**src/logic/hdr_pkg.sv**
```systemverilog
// How it works
// - Analog comparators give one at or above threshold, zero at rest.
// - Captured channel state is held in flops until the next rising edge.
// - A pulse held over many cycles is caught by its rising edge and counts once.
// - Timestamp counts every clock and is cleared by the counter reset input.
// - Each stored event word carries the timestamp as its event identifier.
// - Timestamp advances at the system clock rate.
// - Timestamp and channel states enter the pipeline as one word per clock.
// - Word leaving the pipeline with second-level accept goes to FIFO, else dropped.
// - Readout pulls words from the FIFO and sends them off chip.
// - Only words passing the multiplicity check are marked valid in the pipeline.
// - The multiplicity result is driven on an output pin.
// - Output link is push only with no return path.
// - Output link sends one bit per clock.
// - All logic runs on one clock.
// - Inject strobe fires charge injection when enabled over control.
// - Settings are written and read back over the control bus.
// - Each channel hit is ANDed with its mask bit.
// - Threshold DAC code is loaded over the control bus.
// - Logic is plain synchronous flops with short paths, save the trigger output pulse gated with the clock.
// - Sixty-four channels, each with its own state and mask bit.
// - Coincidence select clear fires on one hit, set needs two or more.
// - Window select clear uses one cycle, set uses eight cycles.
// - Trigger output pulse lasts half a clock period, rising at the edge.
package hdr_pkg;
   localparam int NCH = 64;
   localparam int TS_W = 16;
   localparam int WORD_W = 80;
   localparam int PIPE_DEPTH = 8;
   localparam int WIN_LEN = 8;
   localparam int FIFO_DEPTH = 16;
   localparam int FIFO_AW = 4;
   localparam int FRAME_LEN = 81;
   localparam int BITCNT_W = 7;
   localparam int THR_W = 8;
   localparam logic [7:0] REG_CTRL = 8'h00;
   localparam logic [7:0] REG_MASK_LO = 8'h04;
   localparam logic [7:0] REG_MASK_HI = 8'h08;
   localparam logic [7:0] REG_THRESH = 8'h0C;
   localparam logic [7:0] REG_STATUS = 8'h10;
   localparam logic [7:0] REG_TSTAMP = 8'h14;
   localparam int CTRL_COINC_BIT = 0;
   localparam int CTRL_WIN_BIT = 1;
   localparam int CTRL_INJ_BIT = 2;
   localparam int ST_OVF_BIT = 0;
   localparam int ST_EMPTY_BIT = 1;
   localparam int ST_FULL_BIT = 2;
   localparam int ST_BUSY_BIT = 3;
   localparam logic [2:0] CTRL_RST = 3'h0;
   localparam logic [31:0] MASK_RST = 32'hFFFF_FFFF;
   localparam logic [THR_W-1:0] THR_RST = 8'h80;
   typedef enum logic [1:0] {
      SER_IDLE = 2'b01,
      SER_SEND = 2'b10
   } hdr_ser_state_t;
   function automatic logic [31:0] sel_merge(input logic [31:0] old,
         input logic [31:0] wr, input logic [3:0] sel);
      logic [31:0] r;
      r = old;
      for (int b = 0; b < 4; b++) begin
         if (sel[b]) begin
            r[b*8 +: 8] = wr[b*8 +: 8];
         end
      end
      return r;
   endfunction : sel_merge
   function automatic logic two_or_more(input logic [NCH-1:0] v);
      return |(v & (v - 64'h0000_0000_0000_0001));
   endfunction : two_or_more
endpackage : hdr_pkg

```
**src/logic/hdr_fifo.sv**
```systemverilog
`timescale 1ns/10ps
`default_nettype none
module hdr_fifo
   import hdr_pkg::*;
(
   // Clock and reset
   input wire logic clk_i,
   input wire logic rst_i,
   // Fill side
   input wire logic wr_valid_i,
   output logic wr_ready_o,
   input wire logic [WORD_W-1:0] wr_data_i,
   // Drain side
   output logic rd_valid_o,
   input wire logic rd_ready_i,
   output logic [WORD_W-1:0] rd_data_o,
   // State
   output logic empty_o,
   output logic full_o
);
   logic [WORD_W-1:0] mem [FIFO_DEPTH];
   logic [FIFO_AW:0] wptr;
   logic [FIFO_AW:0] rptr;
   logic do_wr;
   logic do_rd;
   assign empty_o = (wptr == rptr);
   assign full_o = (wptr[FIFO_AW] != rptr[FIFO_AW]) &&
                   (wptr[FIFO_AW-1:0] == rptr[FIFO_AW-1:0]);
   assign wr_ready_o = !full_o;
   assign rd_valid_o = !empty_o;
   assign rd_data_o = mem[rptr[FIFO_AW-1:0]];
   assign do_wr = wr_valid_i && !full_o;
   assign do_rd = rd_ready_i && !empty_o;
   // A refused write leaves the stored words untouched.
   always_ff @(posedge clk_i) begin
      if (do_wr) begin
         mem[wptr[FIFO_AW-1:0]] <= wr_data_i;
      end
   end
   always_ff @(posedge clk_i) begin
      if (rst_i) begin
         wptr <= '0;
         rptr <= '0;
      end else begin
         if (do_wr) begin
            wptr <= wptr + 5'h1;
         end
         if (do_rd) begin
            rptr <= rptr + 5'h1;
         end
      end
   end
endmodule : hdr_fifo
`default_nettype wire

```
**src/logic/hdr_serializer.sv**
```systemverilog
`timescale 1ns/10ps
`default_nettype none
module hdr_serializer
   import hdr_pkg::*;
(
   // Clock and reset
   input wire logic clk_i,
   input wire logic rst_i,
   // Word source
   input wire logic word_valid_i,
   output logic word_ready_o,
   input wire logic [WORD_W-1:0] word_i,
   // Serial link
   output logic ser_data_o,
   output logic busy_o
);
   hdr_ser_state_t state;
   logic [FRAME_LEN-1:0] shreg;
   logic [BITCNT_W-1:0] cnt;
   assign word_ready_o = (state == SER_IDLE);
   assign busy_o = (state == SER_SEND);
   // Frame is a start bit of one followed by the word, most significant first.
   always_ff @(posedge clk_i) begin
      if (rst_i) begin
         state <= SER_IDLE;
         shreg <= '0;
         cnt <= '0;
         ser_data_o <= 1'b0;
      end else begin
         case (state)
            SER_IDLE: begin
               ser_data_o <= 1'b0;
               cnt <= '0;
               if (word_valid_i) begin
                  shreg <= {1'b1, word_i};
                  state <= SER_SEND;
               end
            end
            SER_SEND: begin
               ser_data_o <= shreg[FRAME_LEN-1];
               shreg <= {shreg[FRAME_LEN-2:0], 1'b0};
               cnt <= cnt + 7'h01;
               if (cnt == BITCNT_W'(FRAME_LEN - 1)) begin
                  state <= SER_IDLE;
               end
            end
            default: begin
               state <= SER_IDLE;
               ser_data_o <= 1'b0;
            end
         endcase
      end
   end
endmodule : hdr_serializer
`default_nettype wire

```
**src/logic/hdr_readout_top.sv**
```systemverilog
// Decided for this implementation: register access over Wishbone and the placing of the registers.
`timescale 1ns/10ps
`default_nettype none
module hdr_readout_top
   import hdr_pkg::*;
(
   // Clock and reset
   input wire logic clk_i,
   input wire logic rst_i,
   // Wishbone slave
   input wire logic wb_cyc_i,
   input wire logic wb_stb_i,
   input wire logic wb_we_i,
   input wire logic [7:0] wb_adr_i,
   input wire logic [3:0] wb_sel_i,
   input wire logic [31:0] wb_dat_i,
   output logic [31:0] wb_dat_o,
   output logic wb_ack_o,
   // Comparator outputs and threshold code
   input wire logic [NCH-1:0] disc_i,
   output logic [THR_W-1:0] threshold_code_o,
   // Timing inputs and injection
   input wire logic counter_reset_i,
   input wire logic inject_strobe_i,
   output logic inject_pulse_o,
   // Trigger
   output logic local_trigger_accept_o,
   output logic trigger_output_pulse_o,
   input wire logic l1_accept_i,
   // Serial output link
   output logic ser_data_o
);

   // Control bus state.
   logic ack_q;
   logic bus_req;
   logic bus_wr;
   logic [31:0] rd_mux;
   logic [2:0] ctrl;
   logic [31:0] mask_lo;
   logic [31:0] mask_hi;
   logic [THR_W-1:0] thresh;
   logic overflow;
   logic [31:0] next_ctrl_word;
   logic [31:0] next_thr_word;

   // Pin synchronisers.
   logic [NCH-1:0] disc_s1;
   logic [NCH-1:0] disc_s2;
   logic [NCH-1:0] disc_s3;
   logic crst_s1;
   logic crst_s2;
   logic inj_s1;
   logic inj_s2;
   logic inj_s3;
   logic l1_s1;
   logic l1_s2;

   // Hit capture and trigger.
   logic [NCH-1:0] mask;
   logic [NCH-1:0] hit_q;
   logic [NCH-1:0] hist [WIN_LEN-1];
   logic [NCH-1:0] hist_or;
   logic [NCH-1:0] win_vec;
   logic trig_now;
   logic trig_q;
   logic [TS_W-1:0] tstamp;

   // Pipeline and readout.
   logic pipe_vld [PIPE_DEPTH];
   logic [WORD_W-1:0] pipe_dat [PIPE_DEPTH];
   logic fifo_wr;
   logic fifo_wr_ready;
   logic fifo_rd_valid;
   logic fifo_rd_ready;
   logic [WORD_W-1:0] fifo_rd_data;
   logic fifo_empty;
   logic fifo_full;
   logic ser_busy;

   //------------------------------------------------------------
   // Wishbone classic slave, one wait state on every access.
   //------------------------------------------------------------
   assign bus_req = wb_cyc_i && wb_stb_i;
   // Writes land on the edge at which the master sees ack high.
   assign bus_wr = bus_req && wb_we_i && ack_q;
   assign wb_ack_o = ack_q;

   always_ff @(posedge clk_i) begin
      if (rst_i) begin
         ack_q <= 1'b0;
      end else begin
         ack_q <= bus_req && !ack_q;
      end
   end

   always_comb begin
      rd_mux = 32'h0000_0000;
      case (wb_adr_i)
         REG_CTRL: begin
            rd_mux[2:0] = ctrl;
         end
         REG_MASK_LO: begin
            rd_mux = mask_lo;
         end
         REG_MASK_HI: begin
            rd_mux = mask_hi;
         end
         REG_THRESH: begin
            rd_mux[THR_W-1:0] = thresh;
         end
         REG_STATUS: begin
            rd_mux[ST_OVF_BIT] = overflow;
            rd_mux[ST_EMPTY_BIT] = fifo_empty;
            rd_mux[ST_FULL_BIT] = fifo_full;
            rd_mux[ST_BUSY_BIT] = ser_busy;
         end
         REG_TSTAMP: begin
            rd_mux[TS_W-1:0] = tstamp;
         end
         default: begin
            rd_mux = 32'h0000_0000;
         end
      endcase
   end

   always_ff @(posedge clk_i) begin
      if (rst_i) begin
         wb_dat_o <= 32'h0000_0000;
      end else if (bus_req && !ack_q && !wb_we_i) begin
         wb_dat_o <= rd_mux;
      end
   end

   assign next_ctrl_word = sel_merge({29'h0, ctrl}, wb_dat_i, wb_sel_i);
   assign next_thr_word = sel_merge({24'h00_0000, thresh}, wb_dat_i,
                                    wb_sel_i);

   always_ff @(posedge clk_i) begin
      if (rst_i) begin
         ctrl <= CTRL_RST;
      end else if (bus_wr && wb_adr_i == REG_CTRL) begin
         ctrl <= next_ctrl_word[2:0];
      end
   end

   always_ff @(posedge clk_i) begin
      if (rst_i) begin
         mask_lo <= MASK_RST;
         mask_hi <= MASK_RST;
      end else if (bus_wr) begin
         if (wb_adr_i == REG_MASK_LO) begin
            mask_lo <= sel_merge(mask_lo, wb_dat_i, wb_sel_i);
         end
         if (wb_adr_i == REG_MASK_HI) begin
            mask_hi <= sel_merge(mask_hi, wb_dat_i, wb_sel_i);
         end
      end
   end

   always_ff @(posedge clk_i) begin
      if (rst_i) begin
         thresh <= THR_RST;
      end else if (bus_wr && wb_adr_i == REG_THRESH) begin
         thresh <= next_thr_word[THR_W-1:0];
      end
   end

   // The DAC code comes straight from its register, so it never glitches.
   assign threshold_code_o = thresh;

   // Overflow is write-one-to-clear; a new overflow in the same cycle wins.
   always_ff @(posedge clk_i) begin
      if (rst_i) begin
         overflow <= 1'b0;
      end else if (fifo_wr && !fifo_wr_ready) begin
         overflow <= 1'b1;
      end else if (bus_wr && wb_adr_i == REG_STATUS && wb_sel_i[0] &&
                   wb_dat_i[ST_OVF_BIT]) begin
         overflow <= 1'b0;
      end
   end

   //------------------------------------------------------------
   // Pin synchronisers, two flops before any logic.
   //------------------------------------------------------------
   always_ff @(posedge clk_i) begin
      if (rst_i) begin
         disc_s1 <= '0;
         disc_s2 <= '0;
         disc_s3 <= '0;
      end else begin
         disc_s1 <= disc_i;
         disc_s2 <= disc_s1;
         disc_s3 <= disc_s2;
      end
   end

   always_ff @(posedge clk_i) begin
      if (rst_i) begin
         crst_s1 <= 1'b0;
         crst_s2 <= 1'b0;
         inj_s1 <= 1'b0;
         inj_s2 <= 1'b0;
         inj_s3 <= 1'b0;
         l1_s1 <= 1'b0;
         l1_s2 <= 1'b0;
      end else begin
         crst_s1 <= counter_reset_i;
         crst_s2 <= crst_s1;
         inj_s1 <= inject_strobe_i;
         inj_s2 <= inj_s1;
         inj_s3 <= inj_s2;
         l1_s1 <= l1_accept_i;
         l1_s2 <= l1_s1;
      end
   end

   //------------------------------------------------------------
   // Hit capture. A comparator that stays high over many cycles
   // would otherwise flood the trigger, so only its rising edge
   // counts. Pulses narrower than a clock period must be widened
   // by the analog stretcher before they reach the pins.
   //------------------------------------------------------------
   assign mask = {mask_hi, mask_lo};

   always_ff @(posedge clk_i) begin
      if (rst_i) begin
         hit_q <= '0;
      end else begin
         hit_q <= disc_s2 & ~disc_s3 & mask;
      end
   end

   // History of earlier hit vectors for the long window.
   always_ff @(posedge clk_i) begin
      if (rst_i) begin
         for (int i = 0; i < WIN_LEN - 1; i++) begin
            hist[i] <= '0;
         end
      end else begin
         hist[0] <= hit_q;
         for (int i = 1; i < WIN_LEN - 1; i++) begin
            hist[i] <= hist[i-1];
         end
      end
   end

   always_comb begin
      hist_or = '0;
      for (int i = 0; i < WIN_LEN - 1; i++) begin
         hist_or = hist_or | hist[i];
      end
   end

   // Window of one or eight cycles, then the multiplicity test.
   assign win_vec = ctrl[CTRL_WIN_BIT] ? (hit_q | hist_or) : hit_q;
   assign trig_now = ctrl[CTRL_COINC_BIT] ? two_or_more(win_vec)
                                          : |win_vec;

   always_ff @(posedge clk_i) begin
      if (rst_i) begin
         trig_q <= 1'b0;
      end else begin
         trig_q <= trig_now;
      end
   end

   assign local_trigger_accept_o = trig_q;
   // Gating with the clock gives a half-period pulse that rises on the
   // edge; the receiver must use only its rising edge.
   assign trigger_output_pulse_o = trig_q & clk_i;

   //------------------------------------------------------------
   // Timestamp, one count per clock, cleared by counter reset.
   //------------------------------------------------------------
   always_ff @(posedge clk_i) begin
      if (rst_i) begin
         tstamp <= '0;
      end else if (crst_s2) begin
         tstamp <= '0;
      end else begin
         tstamp <= tstamp + 16'h0001;
      end
   end

   //------------------------------------------------------------
   // Charge injection on a synchronised strobe edge when enabled.
   //------------------------------------------------------------
   always_ff @(posedge clk_i) begin
      if (rst_i) begin
         inject_pulse_o <= 1'b0;
      end else begin
         inject_pulse_o <= ctrl[CTRL_INJ_BIT] && inj_s2 && !inj_s3;
      end
   end

   //------------------------------------------------------------
   // Event pipeline: a word enters every clock, marked valid only when the trigger fires.
   //------------------------------------------------------------
   always_ff @(posedge clk_i) begin
      if (rst_i) begin
         for (int i = 0; i < PIPE_DEPTH; i++) begin
            pipe_vld[i] <= 1'b0;
            pipe_dat[i] <= '0;
         end
      end else begin
         pipe_vld[0] <= trig_now;
         pipe_dat[0] <= {tstamp, win_vec};
         for (int i = 1; i < PIPE_DEPTH; i++) begin
            pipe_vld[i] <= pipe_vld[i-1];
            pipe_dat[i] <= pipe_dat[i-1];
         end
      end
   end

   // Without accept the word simply falls off the end of the pipeline.
   assign fifo_wr = pipe_vld[PIPE_DEPTH-1] && l1_s2;

   hdr_fifo u_fifo (
      .clk_i(clk_i),
      .rst_i(rst_i),
      .wr_valid_i(fifo_wr),
      .wr_ready_o(fifo_wr_ready),
      .wr_data_i(pipe_dat[PIPE_DEPTH-1]),
      .rd_valid_o(fifo_rd_valid),
      .rd_ready_i(fifo_rd_ready),
      .rd_data_o(fifo_rd_data),
      .empty_o(fifo_empty),
      .full_o(fifo_full)
   );

   // Push only: the link has no return path, so nothing stalls the sender.
   hdr_serializer u_ser (
      .clk_i(clk_i),
      .rst_i(rst_i),
      .word_valid_i(fifo_rd_valid),
      .word_ready_o(fifo_rd_ready),
      .word_i(fifo_rd_data),
      .ser_data_o(ser_data_o),
      .busy_o(ser_busy)
   );

endmodule : hdr_readout_top
`default_nettype wire

```
**config.mk**
```make
export PLATFORM = sky130hd
export DESIGN_NAME = hdr_readout_top
export DESIGN_NICKNAME = d
export VERILOG_FILES = /design/src/logic/hdr_pkg.sv /design/src/logic/hdr_fifo.sv /design/src/logic/hdr_serializer.sv /design/src/logic/hdr_readout_top.sv
export SDC_FILE = /design/constraint.sdc
export NUM_CORES = 2
export LEC_CHECK = 0
export ABC_AREA = 1
export BUFFER_PORTS_ARGS = -buffer_cell sky130_fd_sc_hd__buf_2
export CELL_PAD_IN_SITES_DETAIL_PLACEMENT = 1
export CELL_PAD_IN_SITES_GLOBAL_PLACEMENT = 1
export CORE_ASPECT_RATIO = 1.4
export CORE_MARGIN = 10
export CORE_UTILIZATION = 50
export CTS_CLUSTER_SIZE = 24
export DETAILED_ROUTE_END_ITERATION = 8
export GPL_ROUTABILITY_DRIVEN = 1
export PLACE_DENSITY = 0.79
export SKIP_LAST_GASP = 1
export SYNTH_ARGS = -nofsm -noshare
export SYNTH_HDL_FRONTEND = slang
export SYNTH_SLANG_ARGS = --single-unit
```
**constraint.sdc**
```tcl
create_clock -name clk_i -period 6.52 [get_ports clk_i]
set_clock_uncertainty 0.15 [all_clocks]
set_input_delay 0 -clock clk_i [delete_from_list [all_inputs] [get_ports clk_i]]
set_output_delay 0 -clock clk_i [all_outputs]
set_load 0.005 [all_outputs]
```
After elaboration in Yosys (flattened, before gate mapping). Memory sizes are Yosys's and may differ from the RTL's. A register that Yosys moved wholly into a read port is not among the register bits. Cells that the tools add are included.

Flip-flop bits (word level): 491. Bits in writable memories: 2376. Input port bits: 116. Output and inout port bits: 45. Memories kept: 4.

Memories: u_fifo.mem (words 16, width 80, read ports 1, clocked after memory_dff 1, write ports 1, RTL line hdr_fifo.sv:21) `logic [WORD_W-1:0] mem [FIFO_DEPTH];`; pipe_dat (words 8, width 80, read ports 8, clocked after memory_dff 0, write ports 8, RTL line hdr_readout_top.sv:71) `logic [WORD_W-1:0] pipe_dat [PIPE_DEPTH];`; hist (words 7, width 64, read ports 7, clocked after memory_dff 0, write ports 7, RTL line hdr_readout_top.sv:62) `logic [NCH-1:0] hist [WIN_LEN-1];`; pipe_vld (words 8, width 1, read ports 8, clocked after memory_dff 0, write ports 8, RTL line hdr_readout_top.sv:70) `logic pipe_vld [PIPE_DEPTH];`.

Add/subtract/negate cells: 5. Eq/ne operators: 13. Muxes and demuxes: 45. Bitwise gates (word level): 36. Reduce and logical (&&, ||, !) cells: 41.

Operators by type and width (count): $mux 80 (8); $mux 64 (8); $or 64x64->64 (7); $and 64x64->64 (3); $pmux 81 s2 (1); $reduce_or 64->1 (2); $mux 81 (1); $not 64->64 (1); $sub 64x1->64 const B (1); $pmux 16 s2 (1); $pmux 8 s3 (1); $reduce_and 3->1 (8); $or 1x1->1 (23); $pmux 3 s6 (1); $logic_and 1x1->1 (17); $add 16x1->16 const B (1); $eq 8x4->1 const B (2); $eq 8x5->1 const B (2); $mux 1 (16); $pmux 4 s4 (1); $pmux 7 s2 (1); $add 5x1->5 const B (2); $eq 8x3->1 const B (1); $logic_not 8->1 (1); other kinds (19) (30).

Longest topological paths before layout.
Depth in word-level cells: 13. Depth in mapped cells: 18. Depth with buffers taken out: 18.

Modules after synthesis. Synthesis repeated with hierarchy kept, for this count alone.

Cells, all modules: 10412. Area, all modules: 103207.7 sq um.

By module, submodules not included: hdr_fifo (times used 1, cells each 4159, area each 52491.6 sq um); hdr_readout_top (times used 1, cells each 5577, area each 46352.0 sq um); hdr_serializer (times used 1, cells each 676, area each 4364.2 sq um).

==> flow_metrics.env <==
export IMPL_critPathKind="input pin to register"
export IMPL_num_nets_final=10260
export IMPL_dr_pass1_iters=6
export IMPL_async_flop_share=0
export IMPL_core_region_area_mm2=0.2020
export IMPL_die_h_um=553.7
export IMPL_detail_route_antenna_nets=0
export IMPL_maxCapViolations=0
export IMPL_clock_latency_ps=940
export IMPL_final_cell_mix="1854 x nor2_1, 1721 x inv_1, 1586 x dfxtp_1"
export IMPL_die_area_mm2=0.2221
export IMPL_arrival_ps=6160
export IMPL_syn_to_final_growth_pct=15.10
export IMPL_final_common_cell="nor2_1"
export IMPL_critPathMaxStageDelay_ps=880
export IMPL_ys_seq_area_frac=0.6908
export IMPL_setup_viol=0
export IMPL_max_freq_mhz=185.2
export IMPL_synth_edf_count=1280
export IMPL_tightestPinTransition_ps=1299
export IMPL_required_ps=7280
export IMPL_avgSynthCellArea_um2=10.40
export IMPL_ys_seq_elements=2870
export IMPL_pwr_share_comb=0.113
export IMPL_swShare=0.2575
export IMPL_fin_crit_ps=5400
export IMPL_rsz0062_at_grt="no"
export IMPL_ys_warnings_count=0
export IMPL_gp_congestion=0.8679
export IMPL_cp_common_cell="dlygate4sd3_1"
export IMPL_crit_fanout=32
export IMPL_cts_setup_buffers=0
export IMPL_grt_pass1_wl_um=476700
export IMPL_drt_iter0_drc=5878
export IMPL_p_sw_mw=10.29
export IMPL_outcome="finished, final reports clean"
export IMPL_port_buffers=160
export IMPL_end_kind="register"
export IMPL_relSlewSlack=0.1258
export IMPL_die_w_um=401.2
export IMPL_startpoint_type="input pin"
export IMPL_synthCells=9782
export IMPL_finalMaxSlewViolations=0
export IMPL_timing_final_crit_share=0.8282
export IMPL_p_seq_frac=0.481
export IMPL_powerDensity_mw_per_mm2=341.3
export IMPL_p_clk_frac=0.406
export IMPL_netlist_area_mm2=0.1017
export IMPL_setup_tns_final_ps=0
export IMPL_overflow=0
export IMPL_p_int_mw=29.67
export IMPL_rows=195
export IMPL_path_clk_slew_ps=80
export IMPL_grtUsageTotal=0.2770
export IMPL_antenna_found_initial=10
export IMPL_wire_per_inst_um=24.95
export IMPL_synth_main_ff_cell="dfxtp_1"
export IMPL_leakage_nw=44.90
export IMPL_ir_drop_mv=0.2719
export IMPL_initial_utilization=0.5035
export IMPL_dr_total_vias=71910
export IMPL_num_io_pins=161
export IMPL_slowest_stage="nor2_1"
export IMPL_power_total_mw=39.97
export IMPL_wirelength_um=324800
export IMPL_synth_distinct_cells=45
export IMPL_tritoncts="done"
export IMPL_synth_nets=9908
export IMPL_drive_gt1_frac=0.06697
export IMPL_drcViolationCount=0
export IMPL_viasPerCell=5.525
export IMPL_cp_cell_sequence="dlygate4sd3_1, buf_2, dlygate4sd3_1, nor2_1, dlygate4sd3_1, inv_1, nor3_1, nand2_1, dlygate4sd3_1, buf_4, nor2_1, nand2_1, dlygate4sd3_1, o211ai_1, dlygate4sd3_1"
export IMPL_place_hpwl_um=166200
export IMPL_hold_viol=0
export IMPL_grt_max_degree=238
export IMPL_grt_pass1_vias=78220
export IMPL_hp_class="input pin to register"
routing by layer:
layer  vias to the layer above  GRT usage  share of wire
met1                     35670     0.3058           0.36
met3                      1184    0.04079          0.056
met5                         -          0       0.000040
li1                      32100          -              -
met4                         2     0.1643          0.069
met2                      2956     0.5028           0.51
worst paths after layout:
| path | slack [ps] | startpoint | to | depth (start not counted) |
|---|---|---|---|---|
| worst max-delay path | 1120 | wb_adr_i[0] | mask_lo[5]$_SDFFE_PP1P_ | 15 |
| worst min-delay path | 190 | wb_adr_i[1] | wb_dat_o[0]$_SDFFE_PP0P_ | 7 |
| worst max register to register | 1980 | wb_ack_o$_SDFF_PP0_ | mask_lo[5]$_SDFFE_PP1P_ | 9 |
| worst min register to register | 230 | pipe_dat[0][24]$_SDFF_PP0_ | pipe_dat[0][104]$_SDFF_PP0_ | 2 |
stage by stage:
stage	worst slack [ps]	instance area, um^2	hold WS [ps]	utilization	instances
after floorplan	1440	101700	-69.88	-	9782
after global placement	2498	104900	3.565	0.5194	12200
after detailed placement	2583	104900	3.565	0.5194	12200
after CTS	1949	117100	10.69	0.5795	13010
after global routing	1115	117100	197.5	0.5795	13010
final	1120	117100	194.3	0.5796	13020
cells in the mapped netlist, types with 2 or more instances:
library cell / n / area (um^2)
nor4_1: 57 / 356.6
a211oi_1: 2 / 15.01
inv_1: 1723 / 6467
o211ai_1: 131 / 983.4
o221ai_1: 25 / 219.0
a31oi_1: 3 / 18.77
clkbuf_1: 355 / 1333
clkinv_2: 2 / 10.01
o21ai_1: 45 / 225.2
nor2_2: 14 / 87.58
dfxtp_1: 1590 / 31830
buf_2: 58 / 290.3
mux2i_1: 320 / 3203
o21ai_2: 2 / 17.52
a221oi_1: 2 / 17.52
o22ai_1: 69 / 431.7
nand2_2: 2 / 12.51
nor4_2: 2 / 25.02
o31ai_1: 2 / 15.01
nor2_1: 1870 / 7019
clkinv_1: 2 / 7.510
nand2_1: 580 / 2177
edfxtp_1: 1280 / 38440
nor3_1: 18 / 90.09
o21ai_0: 851 / 4259
a41oi_1: 2 / 17.52
nand3_1: 103 / 515.5
nand4_1: 10 / 62.56
a21oi_1: 538 / 2693
buf_4: 23 / 172.7
ha_1: 10 / 125.1
nand3b_1: 43 / 322.8
buf_6: 2 / 22.52
xor2_1: 4 / 35.03
buf_1: 30 / 112.6
inv_2: 2 / 7.510
o21bai_1: 2 / 15.01
cell type report:
class | count | area (um^2)
repair buffers | 543 | 4802
inverters | 1728 | 6507
flip-flops and latches | 2870 | 70280
diodes | 8 | 20.02
clock buffers | 387 | 7888
clock inverters | 105 | 1080
multi-input cells | 4715 | 23180
well taps | 2659 | 3327
fillers | 21280 | 84940
power groups by stage:
stage	Sequential (mW)	Combinational, mW	Clock, mW
4_1_cts	19.2	4.43	16.3
2_1_floorplan	19.4	3.01	0.00315
3_5_place_dp	19.6	4.20	0.00580
5_1_grt	19.2	4.93	17.2
3_3_place_gp	19.6	3.96	0.00580
6_report	19.2	4.51	16.2
logic make-up (layout without fill, tap and decap cells):
group / after synthesis / count (layout) / share of synthesized area
compound gates: 1678 / 1678 / 0.08811
xor+xnor: 5 / 5 / 0.0004305
fa+ha+maj: 10 / 10 / 0.001230
buf+inv: 2197 / 2763 / 0.08281
flops: 2870 / 2870 / 0.6908
mux: 320 / 320 / 0.03149
other cells: 0 / 8 / 0
simple gates: 2702 / 2702 / 0.1052
critical path: cells and delay by family:
family,cells,cell delay [ps]
buffers and inverters,9,4140
AND/OR/NAND/NOR,5,1910
AO/OA/AOI/OAI,1,90
flip-flops by register name (all words and copies together) (netlist names), 16 cells and up, named ones only:
signal       flops
wb_dat_o        32
u_fifo.mem    1280
disc_s3         64
hit_q           64
tstamp          16
hist           448
pipe_dat       640
disc_s1         64
u_ser.shreg     81
mask_lo         32
mask_hi         32
disc_s2         64
what timing repair did:
action | in CTS | in global routing
hold buffers | 316 | 0
hold endpoints to repair | 1042 | 0
gates resized for setup | 0 | 0
No activity file was read; power rests on OpenSTA's default activity.
